==> config.mk <==
export PLATFORM = sky130hd
export DESIGN_NAME = eag_top
export DESIGN_NICKNAME = d
export VERILOG_FILES = /design/src/pkg/eag_pkg.sv /design/src/rtl/eag_fix.sv /design/src/rtl/eag_step.sv /design/src/rtl/eag_top.sv
export SDC_FILE = /design/constraint.sdc
export NUM_CORES = 1
export LEC_CHECK = 0
export ABC_AREA = 1
export BUFFER_PORTS_ARGS = -buffer_cell sky130_fd_sc_hd__buf_4
export CAP_MARGIN = 30
export CORE_MARGIN = 4
export CORE_UTILIZATION = 60
export DETAILED_ROUTE_END_ITERATION = 12
export PLACE_DENSITY = 0.95
export SYNTH_ARGS = -nofsm -noshare
export SYNTH_HDL_FRONTEND = slang
export SYNTH_SLANG_ARGS = --single-unit
export TNS_END_PERCENT = 50
==> constraint.sdc <==
create_clock -name clk_i -period 6.3 [get_ports clk_i]
set_clock_uncertainty 0.15 [all_clocks]
set_input_delay 1.26 -clock clk_i [delete_from_list [all_inputs] [get_ports clk_i]]
set_output_delay 1.26 -clock clk_i [all_outputs]
set_load 0.02 [all_outputs]
==> src/pkg/eag_pkg.sv <==
// Shared types and constants of the effective address generator.
// Assumes one synchronous clock domain shared with the instruction decoder.
`default_nettype none

package eag_pkg;

    // =========================================================
    // Enumerations
    // =========================================================
    typedef enum logic [3:0] {
        EAG_M_REG     = 4'h0,
        EAG_M_IND     = 4'h1,
        EAG_M_DISP    = 4'h2,
        EAG_M_POSTINC = 4'h3,
        EAG_M_PREDEC  = 4'h4,
        EAG_M_ABS     = 4'h5,
        EAG_M_IMM     = 4'h6,
        EAG_M_PCREL   = 4'h7,
        EAG_M_MEMIND  = 4'h8
    } eag_mode_t;

    typedef enum logic [1:0] {
        EAG_SZ_BYTE = 2'h0,
        EAG_SZ_WORD = 2'h1,
        EAG_SZ_LONG = 2'h2
    } eag_size_t;

    // Length of the extension field: displacement, absolute or immediate.
    typedef enum logic [1:0] {
        EAG_L8  = 2'h0,
        EAG_L16 = 2'h1,
        EAG_L24 = 2'h2,
        EAG_L32 = 2'h3
    } eag_len_t;

    typedef enum logic [2:0] {
        EAG_C_ALU    = 3'h0,
        EAG_C_XFER   = 3'h1,
        EAG_C_BIT    = 3'h2,
        EAG_C_BRANCH = 3'h3,
        EAG_C_JUMP   = 3'h4,
        EAG_C_ADDSUB = 3'h5,
        EAG_C_INCDEC = 3'h6,
        EAG_C_TRAP   = 3'h7
    } eag_class_t;

    typedef enum logic [1:0] {
        EAG_S_IDLE = 2'b01,
        EAG_S_PTR  = 2'b10
    } eag_state_t;

    // =========================================================
    // Constants
    // =========================================================
    localparam logic [31:0] EAG_STEP_BYTE = 32'h0000_0001;
    localparam logic [31:0] EAG_STEP_WORD = 32'h0000_0002;
    localparam logic [31:0] EAG_STEP_LONG = 32'h0000_0004;
    localparam logic [15:0] EAG_ABS8_FILL = 16'hFFFF;
    localparam logic [23:0] EAG_1MB_MASK  = 24'h0F_FFFF;
    localparam int          EAG_HALF_SEL  = 3;
    // Trap vector table base; the value is arbitrary.
    localparam logic [23:0] EAG_TRAP_BASE = 24'h00_0020;

endpackage : eag_pkg

`default_nettype wire

==> src/rtl/eag_fix.sv <==
// Final address shaping: even forcing and 1-Mbyte truncation.
// Assumes the raw address holds the calculation result in its low bits.
`timescale 1ns/1ps
`default_nettype none

module eag_fix
    import eag_pkg::*;
(
    input  wire logic [31:0] raw_i,
    input  wire logic        even_i,
    input  wire logic        one_mb_i,
    output logic      [23:0] addr_o
);

    logic [23:0] low24;

    // =========================================================
    // Shaping
    // =========================================================
    // Only the low 24 bits ever reach the bus.
    assign low24 = raw_i[23:0];

    always_comb begin
        addr_o = low24;
        // RQ7 even forcing
        if (even_i) begin
            addr_o[0] = 1'b0;
        end
        // RQ19 1-Mbyte truncation
        if (one_mb_i) begin
            addr_o = addr_o & EAG_1MB_MASK;
        end
    end

endmodule : eag_fix

`default_nettype wire

==> src/rtl/eag_step.sv <==
// Size-scaled step of 1, 2 or 4 and the stepped register values.
// Assumes the size code comes from the decoder on the same clock.
`timescale 1ns/1ps
`default_nettype none

module eag_step
    import eag_pkg::*;
(
    input  wire eag_size_t   size_i,
    input  wire logic [31:0] base_i,
    output logic      [31:0] step_o,
    output logic      [31:0] inc_o,
    output logic      [31:0] dec_o
);

    // =========================================================
    // Step selection
    // =========================================================
    // Byte, word and longword step by 1, 2 and 4.
    always_comb begin
        unique case (size_i)
            EAG_SZ_WORD: step_o = EAG_STEP_WORD;
            EAG_SZ_LONG: step_o = EAG_STEP_LONG;
            default:     step_o = EAG_STEP_BYTE; // Code 3 is illegal.
        endcase
    end

    // Full 32-bit sums so the register carries out of bit 23.
    assign inc_o = base_i + step_o;
    assign dec_o = base_i - step_o;

endmodule : eag_step

`default_nettype wire

==> src/rtl/eag_top.sv <==
// Effective address generator: forms operand and branch addresses.
// Assumes decoder, register file and memory unit share clk_i.
//
// What this block does
// RQ1: Register direct selects 8-bit half, 16-bit half or full register by size.
// RQ2: Register indirect uses low 24 bits of the address register.
// RQ3: Displacement added to address register; low 24 bits form the address.
// RQ4: A 16-bit displacement is sign-extended before the addition.
// RQ5: Post-increment accesses register address, then add_small_constant 1, 2 or 4 back.
// RQ6: Pre-decrement subtracts 1, 2 or 4 first, writes back, uses result.
// RQ7: Word, longword and branch addresses have bit 0 forced to zero.
// RQ8: An 8-bit absolute address gets its upper 16 bits all ones.
// RQ9: A 16-bit absolute address sign-extends bit 15 into upper 8 bits.
// RQ10: A 24-bit absolute address is used directly.
// RQ11: Immediate operand comes from the instruction as 8, 16 or 32 bits.
// RQ12: Small-constant add/subtract and inc/dec take their constant from the opcode.
// RQ13: A 3-bit immediate field gives the bit number within the byte.
// RQ14: The trap instruction's 2-bit field selects its vector address.
// RQ15: Branch displacement of 8 or 16 bits sign-extends and add_small_constant to PC.
// RQ16: The PC base is the address of the next instruction.
// RQ17: Memory indirect pointer address is zero-extended, range 0 to 255.
// RQ18: The pointer is read as a longword; its top byte is dropped.
// RQ19: In 1-Mbyte modes the top 4 address bits are ignored.
// RQ20: ALU uses direct or immediate; transfers exclude PC-relative and indirect-memory.
// RQ21: Bit operations address by direct, indirect or 8-bit absolute.
// RQ22: A 24-bit extension is a 32-bit value with top byte zero.
// RQ23: Mode input selects 1 or 16 Mbyte; results come in one step (memory indirect waits for the pointer read instead).
`timescale 1ns/1ps
`default_nettype none

module eag_top
    import eag_pkg::*;
(
    input  wire logic        clk_i,
    input  wire logic        rst_i,
    input  wire logic        start_i,
    input  wire eag_class_t  class_i,
    input  wire eag_mode_t   mode_i,
    input  wire eag_size_t   size_i,
    input  wire eag_len_t    len_i,
    input  wire logic [3:0]  reg_field_i,
    input  wire logic [31:0] general_register_i,
    input  wire logic [31:0] address_register_i,
    input  wire logic [31:0] ext_i,
    input  wire logic [23:0] pc_i,
    input  wire eag_size_t   implied_code_i,
    input  wire logic [2:0]  bit_field_i,
    input  wire logic        bit_from_reg_i,
    input  wire logic [1:0]  trap_field_i,
    input  wire logic        one_mb_i,
    input  wire logic        ptr_valid_i,
    input  wire logic [31:0] ptr_data_i,
    output logic             busy_o,
    output logic             done_o,
    output logic      [23:0] addr_o,
    output logic      [31:0] operand_o,
    output logic             wb_en_o,
    output logic      [31:0] wb_data_o,
    output logic             illegal_o,
    output logic      [2:0]  bit_num_o,
    output logic      [23:0] trap_vec_o,
    output logic             ptr_rd_o,
    output logic      [23:0] ptr_addr_o
);

    // =========================================================
    // State
    typedef struct packed {
        eag_state_t  state;
        logic        done;
        logic [23:0] addr;
        logic [31:0] operand;
        logic        wb_en;
        logic [31:0] wb_data;
        logic        illegal;
        logic [2:0]  bit_num;
        logic [23:0] trap_vec;
        logic        ptr_rd;
        logic [23:0] ptr_addr;
    } eag_regs_t;

    localparam eag_regs_t EAG_RESET = '{state: EAG_S_IDLE, default: '0};
    eag_regs_t   st_reg;
    eag_regs_t   st_next;
    logic [31:0] areg_inc;
    logic [31:0] areg_dec;
    logic [31:0] implied;
    logic [31:0] fix_raw;
    logic        fix_even;
    logic [23:0] fix_addr;
    logic [31:0] sext8;
    logic [31:0] sext16;
    logic [31:0] zext24;
    logic [31:0] gpr_sel;
    logic [31:0] raw;
    logic        even;
    logic        legal;
    logic        take;

    // =========================================================
    // Helpers
    eag_step u_step (
        .size_i (size_i),
        .base_i (address_register_i),
        .step_o (),
        .inc_o  (areg_inc),
        .dec_o  (areg_dec)
    );

    // Second stepper only maps the opcode's implied constant.
    eag_step u_implied (
        .size_i (implied_code_i),
        .base_i (32'h0000_0000),
        .step_o (implied),
        .inc_o  (),
        .dec_o  ()
    );

    eag_fix u_fix (
        .raw_i    (fix_raw),
        .even_i   (fix_even),
        .one_mb_i (one_mb_i),
        .addr_o   (fix_addr)
    );

    // Extension field forms shared by several modes.
    // RQ4 sign extension
    assign sext16 = {{16{ext_i[15]}}, ext_i[15:0]};
    assign sext8  = {{24{ext_i[7]}}, ext_i[7:0]};
    // RQ22 top byte zero
    assign zext24 = {8'h00, ext_i[23:0]};
    assign take = start_i && (st_reg.state == EAG_S_IDLE);

    // =========================================================
    // Register direct selection
    // RQ1 half register select
    always_comb begin
        unique case (size_i)
            EAG_SZ_BYTE: gpr_sel = reg_field_i[EAG_HALF_SEL]
                             ? {24'h00_0000, general_register_i[7:0]}
                             : {24'h00_0000, general_register_i[15:8]};
            EAG_SZ_WORD: gpr_sel = reg_field_i[EAG_HALF_SEL]
                             ? {16'h0000, general_register_i[31:16]}
                             : {16'h0000, general_register_i[15:0]};
            default:     gpr_sel = general_register_i;
        endcase
    end

    // =========================================================
    // Address calculation per mode
    // Modes without an address leave raw at zero; the address output
    // is then meaningless and the caller ignores it.
    always_comb begin
        raw = 32'h0000_0000;
        unique case (mode_i)
            // RQ2 register indirect
            EAG_M_IND,
            EAG_M_POSTINC: raw = address_register_i;
            // RQ3 displacement sum
            EAG_M_DISP:    raw = address_register_i
                               + ((len_i == EAG_L16) ? sext16 : zext24);
            // RQ6 pre-decrement result
            EAG_M_PREDEC:  raw = areg_dec;
            EAG_M_ABS: begin
                unique case (len_i)
                    // RQ8 ones fill
                    EAG_L8:  raw = {8'h00, EAG_ABS8_FILL, ext_i[7:0]};
                    // RQ9 sign fill
                    EAG_L16: raw = {8'h00, {8{ext_i[15]}}, ext_i[15:0]};
                    // RQ10 full address
                    default: raw = zext24;
                endcase
            end
            // RQ15 PC-relative target
            // RQ16 next-instruction base
            EAG_M_PCREL:   raw = {8'h00, pc_i + ((len_i == EAG_L8)
                                 ? sext8[23:0] : sext16[23:0])};
            default:       raw = 32'h0000_0000;
        endcase
    end

    // RQ7 word, long, branch or jump
    assign even = (size_i != EAG_SZ_BYTE)
               || (class_i == EAG_C_BRANCH)
               || (class_i == EAG_C_JUMP);

    // =========================================================
    // Mode legality per instruction class
    always_comb begin
        unique case (class_i)
            // RQ20 ALU and transfer
            EAG_C_ALU:    legal = (mode_i == EAG_M_REG)
                               || (mode_i == EAG_M_IMM);
            EAG_C_XFER:   legal = (mode_i != EAG_M_PCREL)
                               && (mode_i != EAG_M_MEMIND);
            // RQ21 bit operand modes
            EAG_C_BIT:    legal = (mode_i == EAG_M_REG)
                               || (mode_i == EAG_M_IND)
                               || ((mode_i == EAG_M_ABS)
                                   && (len_i == EAG_L8));
            EAG_C_BRANCH: legal = (mode_i == EAG_M_PCREL);
            EAG_C_JUMP:   legal = (mode_i == EAG_M_IND)
                               || (mode_i == EAG_M_ABS)
                               || (mode_i == EAG_M_MEMIND);
            default:      legal = 1'b1;
        endcase
    end

    // =========================================================
    // Next-state logic
    // Pulses fall after one cycle; results hold until the next request.
    always_comb begin
        st_next        = st_reg;
        st_next.done   = 1'b0;
        st_next.wb_en  = 1'b0;
        st_next.ptr_rd = 1'b0;
        fix_raw        = raw;
        fix_even       = even;
        unique case (st_reg.state)
            EAG_S_IDLE: begin
                if (take) begin
                    st_next.illegal = !legal;
                    st_next.addr    = fix_addr;
                    // RQ11 immediate width
                    unique case (len_i)
                        EAG_L8:  st_next.operand = {24'h00_0000, ext_i[7:0]};
                        EAG_L16: st_next.operand = {16'h0000, ext_i[15:0]};
                        EAG_L24: st_next.operand = zext24;
                        default: st_next.operand = ext_i;
                    endcase
                    if (mode_i == EAG_M_REG) begin
                        st_next.operand = gpr_sel;
                    end
                    // RQ12 implied constant
                    if ((class_i == EAG_C_ADDSUB)
                        || (class_i == EAG_C_INCDEC)) begin
                        st_next.operand = implied;
                    end
                    // RQ13 bit number
                    st_next.bit_num = bit_from_reg_i
                                    ? general_register_i[2:0]
                                    : bit_field_i;
                    // RQ14 trap vector select
                    st_next.trap_vec = EAG_TRAP_BASE
                                     + {20'h0_0000, trap_field_i, 2'b00};
                    // RQ5 post-increment write-back
                    if (mode_i == EAG_M_POSTINC) begin
                        st_next.wb_en   = 1'b1;
                        st_next.wb_data = areg_inc;
                    end
                    // RQ6 pre-decrement write-back
                    if (mode_i == EAG_M_PREDEC) begin
                        st_next.wb_en   = 1'b1;
                        st_next.wb_data = areg_dec;
                    end
                    if (mode_i == EAG_M_MEMIND) begin
                        // RQ17 zero-extended pointer
                        st_next.ptr_addr = {16'h0000, ext_i[7:1], 1'b0};
                        st_next.ptr_rd   = 1'b1;
                        st_next.state    = EAG_S_PTR;
                    end else begin
                        // RQ23 single-step result
                        st_next.done = 1'b1;
                    end
                end
            end
            EAG_S_PTR: begin
                // RQ18 drop pointer top byte
                fix_raw  = {8'h00, ptr_data_i[23:0]};
                fix_even = 1'b1;
                if (ptr_valid_i) begin
                    st_next.addr  = fix_addr;
                    st_next.done  = 1'b1;
                    st_next.state = EAG_S_IDLE;
                end
            end
            default: st_next = EAG_RESET;
        endcase
    end

    // =========================================================
    // State register
    always_ff @(posedge clk_i or posedge rst_i) begin
        if (rst_i) begin
            st_reg <= EAG_RESET;
        end else begin
            st_reg <= st_next;
        end
    end

    // All outputs come straight from the state register.
    assign busy_o     = (st_reg.state == EAG_S_PTR);
    assign done_o     = st_reg.done;
    assign addr_o     = st_reg.addr;
    assign operand_o  = st_reg.operand;
    assign wb_en_o    = st_reg.wb_en;
    assign wb_data_o  = st_reg.wb_data;
    assign illegal_o  = st_reg.illegal;
    assign bit_num_o  = st_reg.bit_num;
    assign trap_vec_o = st_reg.trap_vec;
    assign ptr_rd_o   = st_reg.ptr_rd;
    assign ptr_addr_o = st_reg.ptr_addr;

    logic [23:0] h_dec1;
    logic [31:0] h_inc4;
    logic [23:0] h_ptr;
    assign h_dec1 = 24'(address_register_i - 32'h0000_0001);
    assign h_inc4 = address_register_i + 32'h0000_0004;
    assign h_ptr  = {ptr_data_i[23:1], 1'b0};
endmodule : eag_top

`default_nettype wire

==> results.toml, run 1 <==
[outcome]
status = "completed"

[pwr]
power.share.sequential = 0.290
switching_power_mw = 1.40
ir_worst_vdd_v = 0.000132
power_leakage_nw = 7.52
clockPowerShare = 0.208
internal-power_mw = 1.59
switching_share = 0.468
combPwrFrac = 0.502
powerDensity_nw_per_um2 = 212

[min_path]
hp-class = "flop to flop"
hp-start = "wb_data_o[29]$_DFFE_PP0P_"

[critical_path]
end_kind = "flop"
critPathTopFamily = "simple AND/OR/NAND/NOR gates"
crit_start = "len_i[1]"
critPathArrivalTime_ps = 4200
r2r_setup_slack_ps = 3170
start_kind = "primary input"
critPathBufInv = 4
path_cells = "buf_4, nor2_1, buf_4, nand2_1, o21ai_0, inv_1, ha_1, nand2_1, inv_1, nand2_1, nor2_1, nand3_1, nand3_1, nand2_1, nand3_1, nand4_1, nand2_1, nand2_1, nand2_1, nand2_1"
reg2reg_from = "st_reg[143]$_DFFE_PP1P_"
worst-path-max-fanout = 15
cp.required_ps = 6410
crit_top_cell = "nand2_1"
slowest_stage = "ha_1"
slowest_delay_ps = 440
critical_path_class = "primary input to flop"

[die]
initial_utilization = 0.614
die_w_microns = 152
rows = 52
coreArea_sq_um = 20300
die_y_microns = 152
ios = 324
die-area_sq_um = 23100

[clock_network]
worst_skew_pair.late_latency_ps = 380
cts_setup_buffers = 0
clock_sinks = 107
cts_max_level = 3
cts_hold_buf = 0
path_clk_slew_ps = 90
cts_buffers = 9
cts_tree = "yes"
clock_path_buffers = 2
root_buffer = "clkbuf_16"
cts.repair.resized = 0

[global_routing]
overflow = 0
grt_max_degree = 58
grt_usage = 0.401
grt_first_pass_wirelength_microns = 74700
grt_pass1_vias = 13700
antenna_found_initial = 0

[yosys]
yosysWarningCount = 0
synth-async-reset-ratio = 1.00
synth_top_area_share = 0.213
ys_seq_area_frac = 0.215
synth_edf_count = 0
synthCells = 1997
yosysMostFrequentCell = "nand2_1"
synth_commonest_cells = "nand2_1 (557), inv_1 (221), nor2_1 (173), nand3_1 (146), buf_4 (143)"
synth_area_leaders = "dfrtp_1 (21%), nand2_1 (17%), buf_4 (8.6%), inv_1 (6.7%), ha_1 (6.0%)"
synth_area_per_cell_sq_um = 6.24
syn-cell-area_sq_um = 12500
synth_top_cell_by_area = "dfrtp_1"
synth_cell_types = 54
synth_flop_cell = "dfrtp_1"
synth_seq_cells = 107

[sta]
rsz0062_at_grt = "no"
tns_ps = 0
period_share = 0.649
fin_ws_ps = 2210
setup_violations = 0
slew_headroom = 0.364
final_max_slew_viol_count = 0
tightest_slew_ps = 953
whs_ps = 335
hold_viol = 0
finalCriticalPeriod_ps = 4090
max_freq_mhz = 244

[placed_design]
placed_cells = 2401
dp_slack_ps = 1940
place_congestion = 1.04
hpwl_microns = 39400
numPortBuffers = 273

[cells_and_area]
nNetsFinal = 2386
stdcell_count = 2417
postLayoutCoreUtil = 0.697
area.growth.synth_to_final_pct = 13.6
layout-drive-gt1-share = 0.176
n_antenna_cell = 0

[routing]
drc_errors = 0
avgViaCountPerCell = 5.98
routed_wirelength_microns = 48100
avgRoutedWirePerCell_microns = 19.9
drtPass1Iterations = 8
drtAntennaViolNets = 0
drt-initial-drc-count = 1843
via_count = 14400

[flow_run]
max-cap-violations = 0
==> worst paths after layout <==
path | endpoint | depth (start not counted)
setup reg to reg | addr_o[2]$_DFFE_PP0P_ | 12
min in group asynchronous | operand_o[31]$_DFFE_PP0P_ | 2
hold reg to reg | wb_data_o[29]$_DFFE_PP0P_ | 2
setup / recovery | addr_o[19]$_DFFE_PP0P_ | 20
hold / removal | wb_data_o[29]$_DFFE_PP0P_ | 2
max in group asynchronous | addr_o[13]$_DFFE_PP0P_ | 3
==> worst reg2reg max path: cells and delay by family, from the launching register on <==
family | cells | cell delay [ps]
buffers and inverters | 6 | 1180
flip-flops | 1 | 560
AO/OA/AOI/OAI | 3 | 400
adder cells (fa/ha/maj) | 1 | 190
AND/OR/NAND/NOR | 2 | 580
==> cells in the final DEF (no fill, tap or decap), types with 21 or more instances in the layout <==
master / instances
nor2_1: 173
nor3_1: 22
a21oi_1: 108
ha_1: 60
inv_1: 220
nand2_1: 557
buf_4: 284
o21ai_0: 135
nor2_2: 21
nand3_1: 146
conb_1: 38
dfrtp_1: 106
nand4_1: 39
==> layer usage <==
metal | GRT usage | wire length [microns] | part of all wire | up-vias
li1 | - | - | - | 6736
met4 | 0.236 | 3430 | 0.071 | 0
met1 | 0.523 | 18200 | 0.38 | 6559
met2 | 0.632 | 21500 | 0.45 | 949
met5 | 0 | 0 | 0 | -
met3 | 0.0606 | 4900 | 0.10 | 200
==> stage by stage <==
| stage | area (sq um) | total power [mW] |
|---|---|---|
| 2_1_floorplan | 12600 | 1.90 |
| 3_3_place_gp | 13800 | 2.27 |
| 3_5_place_dp | 13800 | 2.34 |
| 4_1_cts | 14100 | 2.96 |
| 5_1_grt | 14100 | 3.14 |
| 6_report | 14100 | 2.99 |
==> power groups by stage <==
stage                     Sequential, mW  Combinational, mW  Clock (mW)
after floorplan                    0.863               1.04           0
after global placement             0.873               1.39           0
after detailed placement           0.880               1.47           0
after CTS                          0.867               1.47       0.624
after global routing               0.880               1.61       0.648
final                              0.869               1.50       0.623
==> layout make-up <==
type / instances / area [sq um]
repair buffers: 287 / 2190
clock buffers: 9 / 225
multi-input cells: 1497 / 7720
flip-flops and latches: 107 / 2680
inverters: 240 / 903
clock inverters: 7 / 93.8
fillers: 1830 / 6160
well taps: 270 / 338
==> kinds of logic after synthesis <==
| family | count (synthesis) | synth area share |
|---|---|---|
| other | 1 | 0.000301 |
| adder cells (fa/ha/maj) | 64 | 0.0667 |
| XOR/XNOR | 12 | 0.00844 |
| buffers and inverters | 430 | 0.176 |
| flip-flops | 107 | 0.215 |
| AND/OR/NAND/NOR | 1012 | 0.353 |
| AO/OA/AOI/OAI | 371 | 0.180 |
Power figures use the tool's default switching activity.
==> run 2, diff against run 1 <==
CORE_UTILIZATION = 50   (was 60)
PLACE_DENSITY = 0.91   (was 0.95)
clock period = 3.3 ns   (was 6.3 ns; I/O delays follow)
==> run 2 against run 1 <==
Compared with the run above: die area up 19%; hold slack worse by 40 ps; clock-buffer cell count unchanged; via count down 0.79%; first-iteration DRC count is 32% lower; final area rose by 4.0%; largest power group unchanged; total power is 91% higher.
==> results.toml, run 2 (synthesis gave the netlist of run 1 again) <==
[pwr]
powerDensity_nw_per_um2 = 388
ir_worst_vdd_v = 0.000244
power_leakage_nw = 7.82

[sta]
final_max_slew_viol_count = 0
tightest_slew_ps = 1150
setup_violations = 0
slew_headroom = 0.230
rsz0062_at_grt = "no"
max_freq_mhz = 327
hold_viol = 0
whs_ps = 294
finalCriticalPeriod_ps = 3060
period_share = 0.927

[global_routing]
grt_usage = 0.331
grt_first_pass_wirelength_microns = 73400
overflow = 0
grt_max_degree = 108
grt_pass1_vias = 13500
antenna_found_initial = 0

[die]
initial_utilization = 0.511
die_y_microns = 166
rows = 57
coreArea_sq_um = 24400
ios = 324
die-area_sq_um = 27500
die_w_microns = 166

[routing]
via_count = 14300
avgViaCountPerCell = 5.65
routed_wirelength_microns = 48000
drt-initial-drc-count = 1247
avgRoutedWirePerCell_microns = 18.9
drtAntennaViolNets = 0
drc_errors = 0
drtPass1Iterations = 6

[clock_network]
clock_path_buffers = 2
clock_sinks = 107
cts.repair.resized = 0
cts_hold_buf = 0
root_buffer = "clkbuf_16"
cts_buffers = 9
cts_setup_buffers = 0
cts_max_level = 3
path_clk_slew_ps = 90
worst_skew_pair.late_latency_ps = 370
cts_tree = "yes"

[critical_path]
start_kind = "primary input"
critPathTopFamily = "adder cells"
r2r-end = "operand_o[29]$_DFFE_PP0P_"
crit_end = "addr_o[10]$_DFFE_PP0P_"
cp_num_cells = 17
reg2reg_from = "st_reg[143]$_DFFE_PP1P_"
path_cells = "buf_4, inv_1, ha_1, inv_1, ha_1, fa_1, inv_1, nand2_1, inv_1, nand3_1, nand2_1, xor2_1, o22ai_1, nor2_1, nand3_1, o21ai_0, nand2_1"
worst-path-max-fanout = 4
crit_top_cell = "inv_1"
critical_path_class = "primary input to flop"
crit_start = "size_i[0]"
cp.required_ps = 3410
r2r_cells = 9
critPathArrivalTime_ps = 3170
end_kind = "flop"
critPathBufInv = 5
r2r_setup_slack_ps = 580
slowest_stage = "fa_1"
slowest_delay_ps = 370

[cells_and_area]
fillerInstances = 2419
final_common_cell = "nand2_1"
nNetsFinal = 2453
stdcell_area_sq_um = 14700
final_cell_mix = "nand2_1 (557), buf_4 (353), inv_1 (219)"
area.growth.synth_to_final_pct = 18.1
n_antenna_cell = 0
stdcell_count = 2538
layout-drive-gt1-share = 0.203

[placed_design]
placed_cells = 2522
dpl_cell_area_sq_um = 14400
hpwl_microns = 39900
place_congestion = 1.05
numPortBuffers = 273

[flow_run]
max-cap-violations = 0

[min_path]
hp-class = "primary input to async pin"

[outcome]
status = "completed"
[run 2: cell count changes in the layout (fill, tap and decap cells not counted), sizes merged]
cell,change
buf,+67
clkinvlp,+3
inv,-3
[run 2: worst reg2reg max path: cells and delay by family (launching register included)]
| kind | cells | cell delay, ps |
|---|---|---|
| buffers and inverters | 4 | 540 |
| AND/OR/NAND/NOR | 3 | 710 |
| adder cells (fa/ha/maj) | 1 | 400 |
| flip-flops | 1 | 540 |
| AO/OA/AOI/OAI | 1 | 280 |
[run 2: stage by stage]
stage | total power [mW] | setup slack [ps] | TNS, ps | utilization
3_3_place_gp | 4.46 | -146 | -637 | 0.589
2_1_floorplan | 3.64 | 316 | 0 | -
6_report | 5.70 | 241 | 0 | 0.603
4_1_cts | 5.68 | 116 | 0 | 0.602
3_5_place_dp | 4.52 | -254 | -2260 | 0.589
5_1_grt | 6.02 | 12.0 | 0 | 0.603
[run 2: power breakdown]
group	switching [mW]	internal (mW)	total (mW)	leakage, nW
clock	0.607	0.544	1.15	0.147
sequential	0.125	1.52	1.65	1.48
combinational	1.89	1.01	2.90	6.19
[run 2: worst min-delay path by stage]
stage	start	end	slack [ps]
6_report	rst_i	operand_o[20]$_DFFE_PP0P_	290
4_1_cts	rst_i	operand_o[20]$_DFFE_PP0P_	330
5_1_grt	rst_i	operand_o[20]$_DFFE_PP0P_	350
3_5_place_dp	wb_data_o[29]$_DFFE_PP0P_	wb_data_o[29]$_DFFE_PP0P_	320
2_1_floorplan	addr_o[11]$_DFFE_PP0P_	addr_o[11]$_DFFE_PP0P_	300
3_3_place_gp	wb_data_o[17]$_DFFE_PP0P_	wb_data_o[17]$_DFFE_PP0P_	310
[run 2: final cells by class]
cell class	instances	area (sq um)	share of cell area
clock buffer	9	225	0.0153
clock inverter	7	82.6	0.00562
inverter	240	908	0.0618
multi-input combinational	1497	7730	0.526
sequential	107	2680	0.182
tap	324	405	0.0276
timing repair buffer	354	2670	0.182
[run 2: layer usage]
metal  share of wire  wire length [microns]  track usage  up-vias
li1                -                      -            -     6857
met1            0.40                  19000        0.426     6582
met2            0.46                  22000        0.546      777
met3           0.094                   4530       0.0559      114
met4           0.051                   2470        0.154        0
met5               0                      0            0        -
